### src/core/pswr_pkg.sv
// Functional notes
// - 24-bit sweep step size, reset 800h
// - 24-bit sweep step count, reset 800h
// - 24-bit dwell at ramp ends, reset 800h
// - aux clock source select, four inputs
// - aux clock path select, four paths
// - aux divide ratio field, reset 010
// - aux clock feeds modulator when set
// - enable bit runs 10-bit LFSR
// - enable bit runs 8-bit accumulator
// - delay modulation mode, four choices
// - accumulator wrap toggles square wave
// - low and high delay levels, high 7
// - invert selects aux edge that ticks modulator; ring may clock LFSR
// - lock once count reaches threshold 40h
// - asymmetric lock window and its polarity
// - auto lock on readout pin when idle
// - fixed lock on readout pin, no reads
// - output source select drives three pins
// - select 0000 drives static value field
// - driver enable gates all output pads
// - per-pad disable mask for drivers
`default_nettype none
package pswr_pkg;
   localparam logic [5:0]  ADDR_SWEEP_INC = 6'h15;
   localparam logic [5:0]  ADDR_SWEEP_CNT = 6'h16;
   localparam logic [5:0]  ADDR_DWELL     = 6'h17;
   localparam logic [5:0]  ADDR_AUX_A     = 6'h18;
   localparam logic [5:0]  ADDR_AUX_B     = 6'h19;
   localparam logic [5:0]  ADDR_LOCK      = 6'h1A;
   localparam logic [5:0]  ADDR_GPO       = 6'h1B;
   localparam logic [23:0] RST_SWEEP      = 24'h000800;
   localparam logic [23:0] RST_AUX_A      = 24'h0000A0;
   localparam logic [23:0] RST_AUX_B      = 24'h00000F;
   localparam logic [23:0] RST_LOCK       = 24'h001040;
   localparam logic [23:0] RST_GPO        = 24'h000000;
   localparam logic [9:0]  LFSR_SEED      = 10'h001;
   localparam logic [4:0]  HDR_BITS       = 5'h07;
   localparam logic [4:0]  FRAME_BITS     = 5'h1F;
   localparam int AUXA_INSEL  = 0;
   localparam int AUXA_PATH   = 2;
   localparam int AUXA_DIV    = 4;
   localparam int AUXA_DSMSEL = 7;
   localparam int AUXA_LFSR   = 8;
   localparam int AUXA_ACC    = 9;
   localparam int AUXA_MODE   = 10;
   localparam int AUXA_STEP   = 12;
   localparam int AUXA_LODLY  = 20;
   localparam int AUXB_HIDLY  = 0;
   localparam int AUXB_INV    = 3;
   localparam int AUXB_RING   = 4;
   localparam int LKD_THR     = 0;
   localparam int LKD_ASYM    = 10;
   localparam int LKD_POL     = 11;
   localparam int LKD_AUTO    = 12;
   localparam int LKD_FIXED   = 13;
   localparam int GPO_SEL     = 0;
   localparam int GPO_STATIC  = 4;
   localparam int GPO_DRV     = 7;
   localparam int GPO_DIS     = 8;
   localparam logic [3:0] GSEL_STATIC = 4'h0;
   localparam logic [3:0] GSEL_CLOCKS = 4'h1;
   localparam logic [3:0] GSEL_PFD    = 4'h2;
   localparam logic [3:0] GSEL_XREF   = 4'h4;
   localparam logic [3:0] GSEL_AUX    = 4'h7;
   localparam logic [3:0] GSEL_RAMP   = 4'h8;
   localparam logic [1:0] DMOD_PASS   = 2'h0;
   localparam logic [1:0] DMOD_SQUARE = 2'h1;
   localparam logic [1:0] DMOD_LFSR_LO = 2'h2;
   localparam logic [1:0] DMOD_LFSR_HI = 2'h3;
   localparam int CLK_MHZ      = 25;
   localparam int ASYM_WIN_NS  = 10;
   localparam int ASYM_WIN_RAW = ASYM_WIN_NS * CLK_MHZ / 1000;
   localparam int ASYM_WIN_CYC = (ASYM_WIN_RAW < 1) ? 1 : ASYM_WIN_RAW;
   typedef struct packed {
      logic sck;
      logic sen;
      logic sdi;
      logic vco;
      logic refc;
      logic xref;
      logic xsin;
      logic ring;
      logic up;
      logic dn;
      logic busy;
   } pswr_pins_s;
endpackage
`default_nettype wire

### src/core/pswr_mod_if.sv
`timescale 1ns/1ps
`default_nettype none
interface pswr_mod_if;
   logic       tick;
   logic       lfsr_tick;
   logic       lfsr_en;
   logic       accum_en;
   logic [1:0] mode;
   logic [7:0] step;
   logic [2:0] lodly;
   logic [2:0] hidly;
   logic [2:0] delay;
   modport ctl (output tick, lfsr_tick, lfsr_en, accum_en, mode, step, lodly, hidly,
                input delay);
   modport mod (input tick, lfsr_tick, lfsr_en, accum_en, mode, step, lodly, hidly,
                output delay);
endinterface
`default_nettype wire

### src/core/pswr_dlymod.sv
`timescale 1ns/1ps
`default_nettype none
module pswr_dlymod (
   input  wire logic core_clk,
   input  wire logic rst_b,
   pswr_mod_if.mod   m
);
   typedef struct packed {
      logic [7:0] acc;
      logic       sq;
      logic [9:0] lfsr;
      logic [2:0] dly;
   } pswr_mod_s;

   pswr_mod_s  q;
   pswr_mod_s  d;
   logic [8:0] sum;

   always_comb begin
      d = q;
      sum = {1'b0, q.acc} + {1'b0, m.step};
      if (m.accum_en && m.tick) begin
         d.acc = sum[7:0];
         if (sum[8]) begin
            d.sq = ~q.sq;
         end
      end
      if (m.lfsr_en && m.lfsr_tick) begin
         d.lfsr = {q.lfsr[8:0], q.lfsr[9] ^ q.lfsr[6]};
      end
      unique case (m.mode)
         pswr_pkg::DMOD_PASS:    d.dly = m.lodly;
         pswr_pkg::DMOD_SQUARE:  d.dly = q.sq ? m.hidly : m.lodly;
         pswr_pkg::DMOD_LFSR_LO: d.dly = m.lodly ^ {2'b00, q.lfsr[0]};
         pswr_pkg::DMOD_LFSR_HI: d.dly = q.lfsr[2:0];
      endcase
   end

   always_ff @(posedge core_clk or negedge rst_b) begin
      if (!rst_b) begin
         q <= '0;
         q.lfsr <= pswr_pkg::LFSR_SEED;
      end else begin
         q <= d;
      end
   end

   assign m.delay = q.dly;
endmodule
`default_nettype wire

### src/core/pswr_regs.sv
`timescale 1ns/1ps
`default_nettype none
module pswr_regs #(
   parameter int SYM_WIN_CYC = 2
) (
   input  wire logic        core_clk,
   input  wire logic        rst_b,
   input  wire logic        ser_clk,
   input  wire logic        ser_enable,
   input  wire logic        ser_data_in,
   input  wire logic        vco_div_clk,
   input  wire logic        ref_clk,
   input  wire logic        xref_clk,
   input  wire logic        xref_sine,
   input  wire logic        ring_osc_clk,
   input  wire logic        pfd_up,
   input  wire logic        pfd_dn,
   input  wire logic        ramp_busy,
   output logic             ser_data_out,
   output logic [23:0]      sweep_increment,
   output logic [23:0]      sweep_step_count,
   output logic [23:0]      sweep_dwell,
   output logic             aux_clk,
   output logic             dsm_ref_clk,
   output logic [2:0]       aux_delay,
   output logic             lock_detect,
   output logic             gp_output_pin_1,
   output logic             gp_output_pin_2,
   output logic             gp_output_pin_3,
   output logic             gp_output_pin_1_oe,
   output logic             gp_output_pin_2_oe,
   output logic             gp_output_pin_3_oe
);
   if (SYM_WIN_CYC < 1 || SYM_WIN_CYC > 254) begin : g_bad_win
      $error("SYM_WIN_CYC out of range");
   end

   typedef struct packed {
      pswr_pkg::pswr_pins_s s1;
      pswr_pkg::pswr_pins_s s2;
      pswr_pkg::pswr_pins_s s3;
      pswr_pkg::pswr_pins_s flt;
      pswr_pkg::pswr_pins_s flt_p;
      logic [23:0]          inc;
      logic [23:0]          cnt;
      logic [23:0]          dwell;
      logic [23:0]          auxa;
      logic [23:0]          auxb;
      logic [23:0]          lkd;
      logic [23:0]          gpo;
      logic [4:0]           bitcnt;
      logic [30:0]          shin;
      logic [23:0]          rd;
      logic                 rd_act;
      logic                 aux_lvl;
      logic [7:0]           div_cnt;
      logic [9:0]           lk_cnt;
      logic [7:0]           err_cnt;
      logic                 err_bad;
      logic                 locked;
      logic                 sdo;
      logic [2:0]           gpo_o;
      logic [2:0]           gpo_oe;
      logic                 dsm_clk;
      logic [2:0]           delay;
   } pswr_state_s;

   pswr_state_s          q;
   pswr_state_s          d;
   pswr_pkg::pswr_pins_s pins_in;
   logic                 sck_rise;
   logic                 sck_fall;
   logic                 ref_rise;
   logic                 ring_rise;
   logic                 src_now;
   logic                 src_old;
   logic                 src_rise;
   logic                 meas;
   logic                 wr_stb;
   logic [5:0]           wr_addr;
   logic [23:0]          wr_data;
   logic [23:0]          rd_word;
   logic [7:0]           div_max;
   logic [7:0]           win_c;
   logic [9:0]           thr;
   logic [2:0]           gsel;
   logic                 tick_c;
   logic                 lfsr_tick_c;

   pswr_mod_if mif ();

   pswr_dlymod pswr_dlymod_inst (
      .core_clk (core_clk),
      .rst_b    (rst_b),
      .m        (mif)
   );

   assign pins_in = '{sck: ser_clk, sen: ser_enable, sdi: ser_data_in, vco: vco_div_clk,
                      refc: ref_clk, xref: xref_clk, xsin: xref_sine, ring: ring_osc_clk,
                      up: pfd_up, dn: pfd_dn, busy: ramp_busy};

   function automatic logic pick_src(pswr_pkg::pswr_pins_s p, logic [1:0] sel, logic [1:0] path);
      logic s;
      s = 1'b0;
      unique case (sel)
         2'h0: s = p.vco;
         2'h1: s = p.xref;
         2'h2: s = p.refc;
         2'h3: s = p.ring;
      endcase
      // ring paths bypass the source mux entirely
      if (path[1]) begin
         s = p.ring;
      end
      return s;
   endfunction

   assign mif.tick      = tick_c;
   assign mif.lfsr_tick = lfsr_tick_c;
   assign mif.lfsr_en   = q.auxa[pswr_pkg::AUXA_LFSR];
   assign mif.accum_en  = q.auxa[pswr_pkg::AUXA_ACC];
   assign mif.mode      = q.auxa[pswr_pkg::AUXA_MODE +: 2];
   assign mif.step      = q.auxa[pswr_pkg::AUXA_STEP +: 8];
   assign mif.lodly     = q.auxa[pswr_pkg::AUXA_LODLY +: 3];
   assign mif.hidly     = q.auxb[pswr_pkg::AUXB_HIDLY +: 3];

   always_comb begin
      d = q;
      wr_stb = 1'b0;
      tick_c = 1'b0;
      lfsr_tick_c = 1'b0;
      gsel = 3'h0;
      rd_word = 24'h000000;

      // three stages; a change counts once stages two and three agree
      d.s1 = pins_in;
      d.s2 = q.s1;
      d.s3 = q.s2;
      d.flt = (q.s2 & q.s3) | (q.flt & (q.s2 | q.s3));
      d.flt_p = q.flt;
      sck_rise = q.flt.sck & ~q.flt_p.sck;
      sck_fall = ~q.flt.sck & q.flt_p.sck;
      ref_rise = q.flt.refc & ~q.flt_p.refc;
      ring_rise = q.flt.ring & ~q.flt_p.ring;

      // serial port: read flag, six address bits, 24 data bits, msb first
      if (!q.flt.sen) begin
         d.bitcnt = 5'h00;
         d.rd_act = 1'b0;
      end else begin
         if (sck_rise && q.bitcnt != pswr_pkg::FRAME_BITS) begin
            d.shin = {q.shin[29:0], q.flt.sdi};
            d.bitcnt = q.bitcnt + 5'h01;
         end
         if (sck_fall && q.rd_act && q.bitcnt > pswr_pkg::HDR_BITS) begin
            d.rd = {q.rd[22:0], 1'b0};
         end
      end
      wr_addr = d.shin[29:24];
      wr_data = d.shin[23:0];

      case (d.shin[5:0])
         pswr_pkg::ADDR_SWEEP_INC: rd_word = q.inc;
         pswr_pkg::ADDR_SWEEP_CNT: rd_word = q.cnt;
         pswr_pkg::ADDR_DWELL:     rd_word = q.dwell;
         pswr_pkg::ADDR_AUX_A:     rd_word = q.auxa;
         pswr_pkg::ADDR_AUX_B:     rd_word = q.auxb;
         pswr_pkg::ADDR_LOCK:      rd_word = q.lkd;
         pswr_pkg::ADDR_GPO:       rd_word = q.gpo;
         default:                  rd_word = 24'h000000;
      endcase

      if (q.flt.sen && sck_rise && q.bitcnt != pswr_pkg::FRAME_BITS) begin
         // forced lock routing owns the pin, so reads are never started
         if (d.bitcnt == pswr_pkg::HDR_BITS && d.shin[6] && !q.lkd[pswr_pkg::LKD_FIXED]) begin
            d.rd = rd_word;
            d.rd_act = 1'b1;
         end
         if (d.bitcnt == pswr_pkg::FRAME_BITS && !d.shin[30]) begin
            wr_stb = 1'b1;
         end
      end

      if (wr_stb) begin
         case (wr_addr)
            pswr_pkg::ADDR_SWEEP_INC: d.inc = wr_data;
            pswr_pkg::ADDR_SWEEP_CNT: d.cnt = wr_data;
            pswr_pkg::ADDR_DWELL:     d.dwell = wr_data;
            pswr_pkg::ADDR_AUX_A:     d.auxa = wr_data;
            pswr_pkg::ADDR_AUX_B:     d.auxb = wr_data;
            pswr_pkg::ADDR_LOCK:      d.lkd = wr_data;
            pswr_pkg::ADDR_GPO:       d.gpo = wr_data;
            default:                  d.gpo = q.gpo;
         endcase
      end

      // aux clock: selected source, divided by two to the power of the ratio field plus one
      src_now = pick_src(q.flt, q.auxa[pswr_pkg::AUXA_INSEL +: 2], q.auxa[pswr_pkg::AUXA_PATH +: 2]);
      src_old = pick_src(q.flt_p, q.auxa[pswr_pkg::AUXA_INSEL +: 2], q.auxa[pswr_pkg::AUXA_PATH +: 2]);
      src_rise = src_now & ~src_old;
      div_max = 8'((9'h001 << q.auxa[pswr_pkg::AUXA_DIV +: 3]) - 9'h001);
      if (src_rise) begin
         // >= keeps the divider safe when the ratio shrinks mid count
         if (q.div_cnt >= div_max) begin
            d.div_cnt = 8'h00;
            d.aux_lvl = ~q.aux_lvl;
            tick_c = d.aux_lvl ^ q.auxb[pswr_pkg::AUXB_INV];
         end else begin
            d.div_cnt = q.div_cnt + 8'h01;
         end
      end
      lfsr_tick_c = q.auxb[pswr_pkg::AUXB_RING] ? ring_rise : tick_c;
      d.dsm_clk = q.auxa[pswr_pkg::AUXA_DSMSEL] ? d.aux_lvl : q.flt.vco;
      d.delay = (q.auxa[pswr_pkg::AUXA_PATH +: 2] == 2'h0) ? 3'h0 : mif.delay;

      // lock detect: reference cycles whose phase error stays inside the window
      thr = q.lkd[pswr_pkg::LKD_THR +: 10];
      if (q.lkd[pswr_pkg::LKD_ASYM]) begin
         meas = q.lkd[pswr_pkg::LKD_POL] ? q.flt.up : q.flt.dn;
         win_c = 8'(pswr_pkg::ASYM_WIN_CYC);
      end else begin
         meas = q.flt.up | q.flt.dn;
         win_c = 8'(SYM_WIN_CYC);
      end
      if (ref_rise) begin
         if (q.err_bad) begin
            d.lk_cnt = 10'h000;
            d.locked = 1'b0;
         end else begin
            if (q.lk_cnt < thr) begin
               d.lk_cnt = q.lk_cnt + 10'h001;
            end
            d.locked = (d.lk_cnt >= thr);
         end
         d.err_cnt = 8'h00;
         d.err_bad = 1'b0;
      end else if (meas) begin
         if (q.err_cnt != 8'hFF) begin
            d.err_cnt = q.err_cnt + 8'h01;
         end
         if (q.err_cnt >= win_c) begin
            d.err_bad = 1'b1;
         end
      end

      // readout pin: forced lock, else read data, else idle lock
      if (q.lkd[pswr_pkg::LKD_FIXED]) begin
         d.sdo = d.locked;
      end else if (d.rd_act) begin
         d.sdo = d.rd[23];
      end else begin
         d.sdo = q.lkd[pswr_pkg::LKD_AUTO] & d.locked;
      end

      // general purpose pins; unsupported and reserved codes drive low
      case (q.gpo[pswr_pkg::GPO_SEL +: 4])
         pswr_pkg::GSEL_STATIC: gsel = q.gpo[pswr_pkg::GPO_STATIC +: 3];
         pswr_pkg::GSEL_CLOCKS: gsel = {q.flt.xref, q.flt.refc, q.flt.vco};
         pswr_pkg::GSEL_PFD:    gsel = {q.flt.up, q.flt.dn, ~q.err_bad};
         pswr_pkg::GSEL_XREF:   gsel = {q.flt.xref, q.flt.xsin, 1'b0};
         pswr_pkg::GSEL_AUX:    gsel = {q.aux_lvl, q.flt.ring, q.dsm_clk};
         pswr_pkg::GSEL_RAMP:   gsel = {1'b0, q.flt.busy, 1'b0};
         default:               gsel = 3'h0;
      endcase
      d.gpo_o = gsel;
      d.gpo_oe = {3{q.gpo[pswr_pkg::GPO_DRV]}} & ~q.gpo[pswr_pkg::GPO_DIS +: 3];
   end

   always_ff @(posedge core_clk or negedge rst_b) begin
      if (!rst_b) begin
         q <= '0;
         q.inc <= pswr_pkg::RST_SWEEP;
         q.cnt <= pswr_pkg::RST_SWEEP;
         q.dwell <= pswr_pkg::RST_SWEEP;
         q.auxa <= pswr_pkg::RST_AUX_A;
         q.auxb <= pswr_pkg::RST_AUX_B;
         q.lkd <= pswr_pkg::RST_LOCK;
         q.gpo <= pswr_pkg::RST_GPO;
      end else begin
         q <= d;
      end
   end

   assign ser_data_out       = q.sdo;
   assign sweep_increment    = q.inc;
   assign sweep_step_count   = q.cnt;
   assign sweep_dwell        = q.dwell;
   assign aux_clk            = q.aux_lvl;
   assign dsm_ref_clk        = q.dsm_clk;
   assign aux_delay          = q.delay;
   assign lock_detect        = q.locked;
   assign gp_output_pin_1    = q.gpo_o[0];
   assign gp_output_pin_2    = q.gpo_o[1];
   assign gp_output_pin_3    = q.gpo_o[2];
   assign gp_output_pin_1_oe = q.gpo_oe[0];
   assign gp_output_pin_2_oe = q.gpo_oe[1];
   assign gp_output_pin_3_oe = q.gpo_oe[2];
endmodule
`default_nettype wire

### config.mk
export PLATFORM = sky130hd
export DESIGN_NAME = pswr_regs
export DESIGN_NICKNAME = d
export VERILOG_FILES = /design/src/core/pswr_pkg.sv /design/src/core/pswr_mod_if.sv /design/src/core/pswr_dlymod.sv /design/src/core/pswr_regs.sv
export SDC_FILE = /design/constraint.sdc
export NUM_CORES = 1
export LEC_CHECK = 0
export BUFFER_PORTS_ARGS = -buffer_cell sky130_fd_sc_hd__buf_4
export CAP_MARGIN = 20
export CORE_AREA = 2 2 207 189
export DETAILED_ROUTE_END_ITERATION = 10
export DIE_AREA = 0 0 209 191
export HOLD_SLACK_MARGIN = 0.03
export PLACE_DENSITY = 0.64
export SETUP_SLACK_MARGIN = 0.2
export SYNTH_ARGS = -nofsm -noshare
export SYNTH_HDL_FRONTEND = slang
export SYNTH_SLANG_ARGS = --single-unit
### constraint.sdc
create_clock -name core_clk -period 6.2 [get_ports core_clk]
set_input_delay 0.31 -clock core_clk [delete_from_list [all_inputs] [get_ports core_clk]]
set_output_delay 0.31 -clock core_clk [all_outputs]
set_load 0.005 [all_outputs]
---- Word-level counts from Yosys, hierarchy flattened ----
Cells that the tools add are included.
storage, ports and cells
  flip-flop bits (word level) ............. 340
  logic and storage cells ................. 209
cells by class
  $add $sub $neg .......................... 6
  $lt $le $gt $ge ......................... 5
  equality and inequality tests ........... 29
  shifts and indexed selects .............. 1
  multiplexer cells ....................... 40
  bitwise operators ....................... 24
  reductions and logical operators ........ 29
operators by type and width
  cell                                                             count
  24-bit case mux with 7 select lines                              1
  6-bit by 5-bit == test with 1-bit output, second input constant  14
  55-bit two-way mux                                               1
  25-bit two-way mux                                               2
  10-bit two-way mux                                               4
  36-bit two-way mux                                               1
  9-bit two-way mux                                                3
  24-bit two-way mux                                               1
  11-bit bitwise AND                                               2
  11-bit OR                                                        2
  2-bit AND reduction                                              10
  3-bit case mux with 6 select lines                               1
  1-bit two-way mux                                                17
  8-bit by 1-bit adder with 8-bit output, second input constant    2
  8-bit greater-or-equal comparator                                2
  8-bit two-way mux                                                2
  3-bit case mux with 4 select lines                               1
  10-bit by 1-bit adder with 10-bit output, second input constant  1
  10-bit greater-or-equal comparator                               1
  1-bit logical AND                                                10
  10-bit < comparator                                              1
  8-bit by 8-bit adder with 9-bit output                           1
  2-bit == test, second input constant                             4
  4-bit by 3-bit == test with 1-bit output, second input constant  2
  other kinds (27)                                                 48

---- Depth between registers and ports, before layout ----
  word-level depth ........................ 12
  depth in mapped cells ................... 16

---- By module ----
A second synthesis with hierarchy kept.
second synthesis, totals
  cell total of the unflattened synthesis .. 1,392
  area, all modules ....................... 16,479.6 um^2
modules (own cells, without submodules)
  module       instances  cells each  area each (um^2)
  pswr_regs    1          1,267       15,165.8
  pswr_dlymod  1          125         1,313.8

---- Worst setup path after synthesis ----
No wires, ideal clock.
  kind .................................... reg-to-reg
  start ................................... register q[131] in the netlist's numbering
  end ..................................... register q (netlist bit ser_data_out)
  setup time .............................. 124 ps
  arrival ................................. 3,388 ps
  data required time ...................... 6,076 ps
  slack ................................... 2,688 ps
  stages on the path, launching flop included .. 16
  buffers on the path ..................... 1
  cell sequence ........................... dfstp_2 > inv_1 > ha_1 > and4_1 > a221o_1 > a21oi_1 > clkbuf_1 > nand2_1 > xnor2_1 > ha_1 > a21oi_1 > o21ai_0 > a221oi_1 > nor4_1 > a211o_1 > a211o_1
RTL lines
  what             line             RTL
  start, declared  pswr_regs.sv:68  pswr_state_s q;

==> results.sh <==
export IMPL_power_switching_mw=1.49
export IMPL_reg2reg_from="q[96]$_DFF_PN0_"
export IMPL_grt_use_met3_pct=3.79
export IMPL_avgViaCountPerCell=5.77
export IMPL_clk_pin_slew_worst_paths_ns=0.06
export IMPL_core_area_sq_mm=0.0379
export IMPL_rr_endpoint="q[52]$_DFF_PN0_"
export IMPL_remaining_drc_errors=0
export IMPL_regArea_sq_mm=0.00850
export IMPL_synth_flop_cell="dfrtp_1"
export IMPL_slew_headroom_pct=31.8
export IMPL_cts_setup_buffers=0
export IMPL_yosysSeqAreaShare_pct=51.8
export IMPL_power_density_mw_per_mm2=293
export IMPL_io_pin_count=98
export IMPL_synthDistinctLibCells=84
export IMPL_avgSynthCellArea_sq_um=10.4
export IMPL_synth_edf_count=0
export IMPL_dp_slack_ns=2.15
export IMPL_busiest_layer="met2"
export IMPL_post_dp_hpwl_microns=29400
export IMPL_skew_ns=0.0189
export IMPL_muxShareOfSynthArea_pct=4.99
export IMPL_synth_most_common_cell="dfrtp_1"
export IMPL_clock_sinks=339
export IMPL_vias=12200
export IMPL_critPathRequiredTime_ns=6.64
export IMPL_p_comb_share_pct=11.4
export IMPL_period_share_pct=67.0
export IMPL_wl_microns=43100
export IMPL_rrSetupSlack_ns=2.05
export IMPL_end_kind="register"
export IMPL_cp_arrival_ns=4.60
export IMPL_post_drt_wl_per_cell_microns=20.4
export IMPL_rsz0062_at_grt="no"
export IMPL_synth_compound_area_share_pct=16.3
export IMPL_p_clk_share_pct=42.7
export IMPL_dieArea_sq_mm=0.0399
export IMPL_grt_remaining_overflow=0
export IMPL_multi_input_area_sq_mm=0.00674
export IMPL_antenna_left=0
export IMPL_worst_path_max_fanout=22
export IMPL_synth_top_area_share_pct=49.9
export IMPL_cts_hold_buf=12
export IMPL_tightest_slew_ns=1.02
export IMPL_grt_pass1_wl_microns=68600
export IMPL_fp_row_count=68
export IMPL_status="completed"
export IMPL_max_freq_mhz=241
export IMPL_maxCapViolCount=0
export IMPL_finalWeightedCongestion=0.886
export IMPL_holdPathStages=0
export IMPL_p_int_mw=3.90
export IMPL_drive_gt1_share_pct=15.2
export IMPL_cts_made_buffers=38
export IMPL_die_w_microns=209
export IMPL_hold_viol=0
export IMPL_share_seq_of_total_power_pct=45.8
export IMPL_clock_path_buffers=3
export IMPL_fin_tns_setup_ns=0
export IMPL_synth_fa_ha_area_share_pct=3.99
export IMPL_synth_area_leaders="dfrtp_1 50%, nand2_1 5.5%, o21ai_0 5.2%, buf_4 3.6%, mux2i_1 3.4%"
export IMPL_cts_root_buf="clkbuf_16"
export IMPL_h_tree_depth=2
export IMPL_portBuffers=97
export IMPL_synth_cells=1579
export IMPL_cts_resized=0
export IMPL_drt_iter0_drc=1110
export IMPL_worst_slack_ns=2.05
export IMPL_synthTopCellsByCount="327 x dfrtp_1, 242 x nand2_1, 171 x o21ai_0"
export IMPL_synth_top_family_by_area="compound AO/OA/AOI/OAI gates"
export IMPL_hold_ws_ns=0.346
export IMPL_netlist_area_sq_mm=0.0164
export IMPL_syn_nets=1635
export IMPL_path_class="reg2reg"
export IMPL_yosys_warnings=0
export IMPL_hold_class="reg2reg"
export IMPL_cts_tree="built"
export IMPL_clock_latency_ns=0.53
export IMPL_nets=1649
export IMPL_yosys_area_top_type="dfrtp_1"
export IMPL_area_delta_synth_final_pct=12.1
export IMPL_met1_usage_pct=32.1
export IMPL_synth_seq_cells=339
export IMPL_first_pass_iters=6
export IMPL_grt_max_degree=121
export IMPL_whs_endpoint="d[292]$_DFF_PN0_"
export IMPL_critPathLaunchType="register"
export IMPL_track_usage_pct=22.0
export IMPL_power_mw=5.38
export IMPL_setup_violations=0
export IMPL_swShare_pct=27.6
export IMPL_antenna_found_initial=0
export IMPL_initial_core_util_pct=43.3
export IMPL_ff2ff_path_depth=10
export IMPL_synthXorXnorAreaFrac_pct=1.71
export IMPL_die_y_microns=191
export IMPL_slew_viol_final=0
export IMPL_fin_crit_ns=4.15
export IMPL_p_leak_nw=8.04
export IMPL_n_fill_cell=3406
export IMPL_grt_pass1_vias=11900
export IMPL_synth_async_reset_ratio_pct=100
export IMPL_hold_start="d[303]$_DFF_PN0_"
export IMPL_ir_drop_mv=0.169
export IMPL_synthSimpleGateAreaFrac_pct=13.9
export IMPL_met2_usage_pct=32.9
export IMPL_antenna_cells=0
==> state kept, by name, indices dropped and copies added, names as in the netlist, 2 cells and up <==
register,flops
q,181
d,33
sweep_dwell,24
sweep_increment,24
sweep_step_count,24
pswr_dlymod_inst.q,19
mif.step,8
aux_delay,3
mif.hidly,3
mif.lodly,3
pswr_dlymod_inst.m.delay,3
mif.mode,2
==> layer usage <==
metal / up-vias / routed length [microns]
li1: 5604 / -
met1: 6014 / 19700
met2: 466 / 18800
met3: 91 / 3180
met4: 0 / 1450
met5: - / 0
==> worst max-delay path by stage <==
stage / end / from
2_1_floorplan: ser_data_out$_DFF_PN0_ / q[131]$_DFFE_PN1P_
3_3_place_gp: ser_data_out$_DFF_PN0_ / q[131]$_DFFE_PN1P_
3_5_place_dp: ser_data_out$_DFF_PN0_ / q[131]$_DFFE_PN1P_
4_1_cts: ser_data_out$_DFF_PN0_ / q[131]$_DFFE_PN1P_
5_1_grt: ser_data_out$_DFF_PN0_ / q[23]$_DFFE_PN0P_
6_report: q[52]$_DFF_PN0_ / q[96]$_DFF_PN0_
==> kinds of logic after synthesis <==
logic type               after synthesis
AO/OA/AOI/OAI                        403
XOR/XNOR                              32
adder cells (fa/ha/maj)               54
buffers and inverters                214
flip-flops                           339
multiplexers                          79
other                                  1
AND/OR/NAND/NOR                      457
==> through the flow <==
step / utilization (%) / cells / instance area (sq um)
3_5_place_dp: 44.8 / 2030 / 17000
4_1_cts: 48.5 / 2110 / 18400
3_3_place_gp: 44.8 / 2030 / 17000
6_report: 48.6 / 2111 / 18400
5_1_grt: 48.6 / 2111 / 18400
2_1_floorplan: - / 1579 / 16400
==> worst max-delay path, stage by stage, from the launching register on <==
cell	delay, ns
dfrtp_1	0.42
ha_1	0.26
and3_1	0.20
ha_1	0.20
and4bb_2	0.86
nand2_1	0.30
o21bai_1	0.89
buf_4	0.38
a222oi_1	0.14
and3_1	0.26
o22ai_1	0.14
==> layout by cell type (no fill, tap or decap), drive strengths merged, types with 5 or more instances in the layout <==
| cell type | n |
|---|---|
| nor3 | 20 |
| nor2 | 39 |
| ha | 42 |
| nand2 | 242 |
| a21o | 7 |
| o21bai | 7 |
| a22oi | 49 |
| mux2 | 23 |
| buf | 121 |
| nand3b | 7 |
| nor2b | 19 |
| o22ai | 35 |
| o211ai | 6 |
| clkbuf | 55 |
| a222oi | 16 |
| dlygate4sd3 | 12 |
| a21oi | 19 |
| a22o | 8 |
| maj3 | 11 |
| nor4 | 8 |
| nor4bb | 5 |
| a221oi | 15 |
| nand4 | 5 |
| xor2 | 13 |
| mux2i | 56 |
| clkinv | 6 |
| nor3b | 5 |
| o21ai | 198 |
| a221o | 5 |
| xnor2 | 19 |
| inv | 56 |
| nor4b | 6 |
| nand3 | 26 |
| or2 | 6 |
| nand2b | 15 |
| dfstp | 12 |
| and2 | 5 |
| and3 | 32 |
| dfrtp | 327 |
| o2bb2ai | 5 |
==> cell type report <==
| cell class | count | share of cell area, % |
|---|---|---|
| repair buffers | 133 | 5.81 |
| flip-flops and latches | 339 | 46.2 |
| inverters | 55 | 1.12 |
| clock buffers | 55 | 5.96 |
| clock inverters | 13 | 0.946 |
| multi-input cells | 1026 | 36.6 |
| well taps | 490 | 3.33 |
==> power by group through the flow <==
stage | registers, mW | clock network [mW] | logic [mW]
final | 2.47 | 2.30 | 0.616
after global routing | 2.48 | 2.43 | 0.674
after CTS | 2.46 | 2.34 | 0.608
after detailed placement | 2.50 | 0 | 0.602
after global placement | 2.50 | 0 | 0.582
after floorplan | 2.41 | 0 | 0.430
No activity file was read; power rests on OpenSTA's default activity.
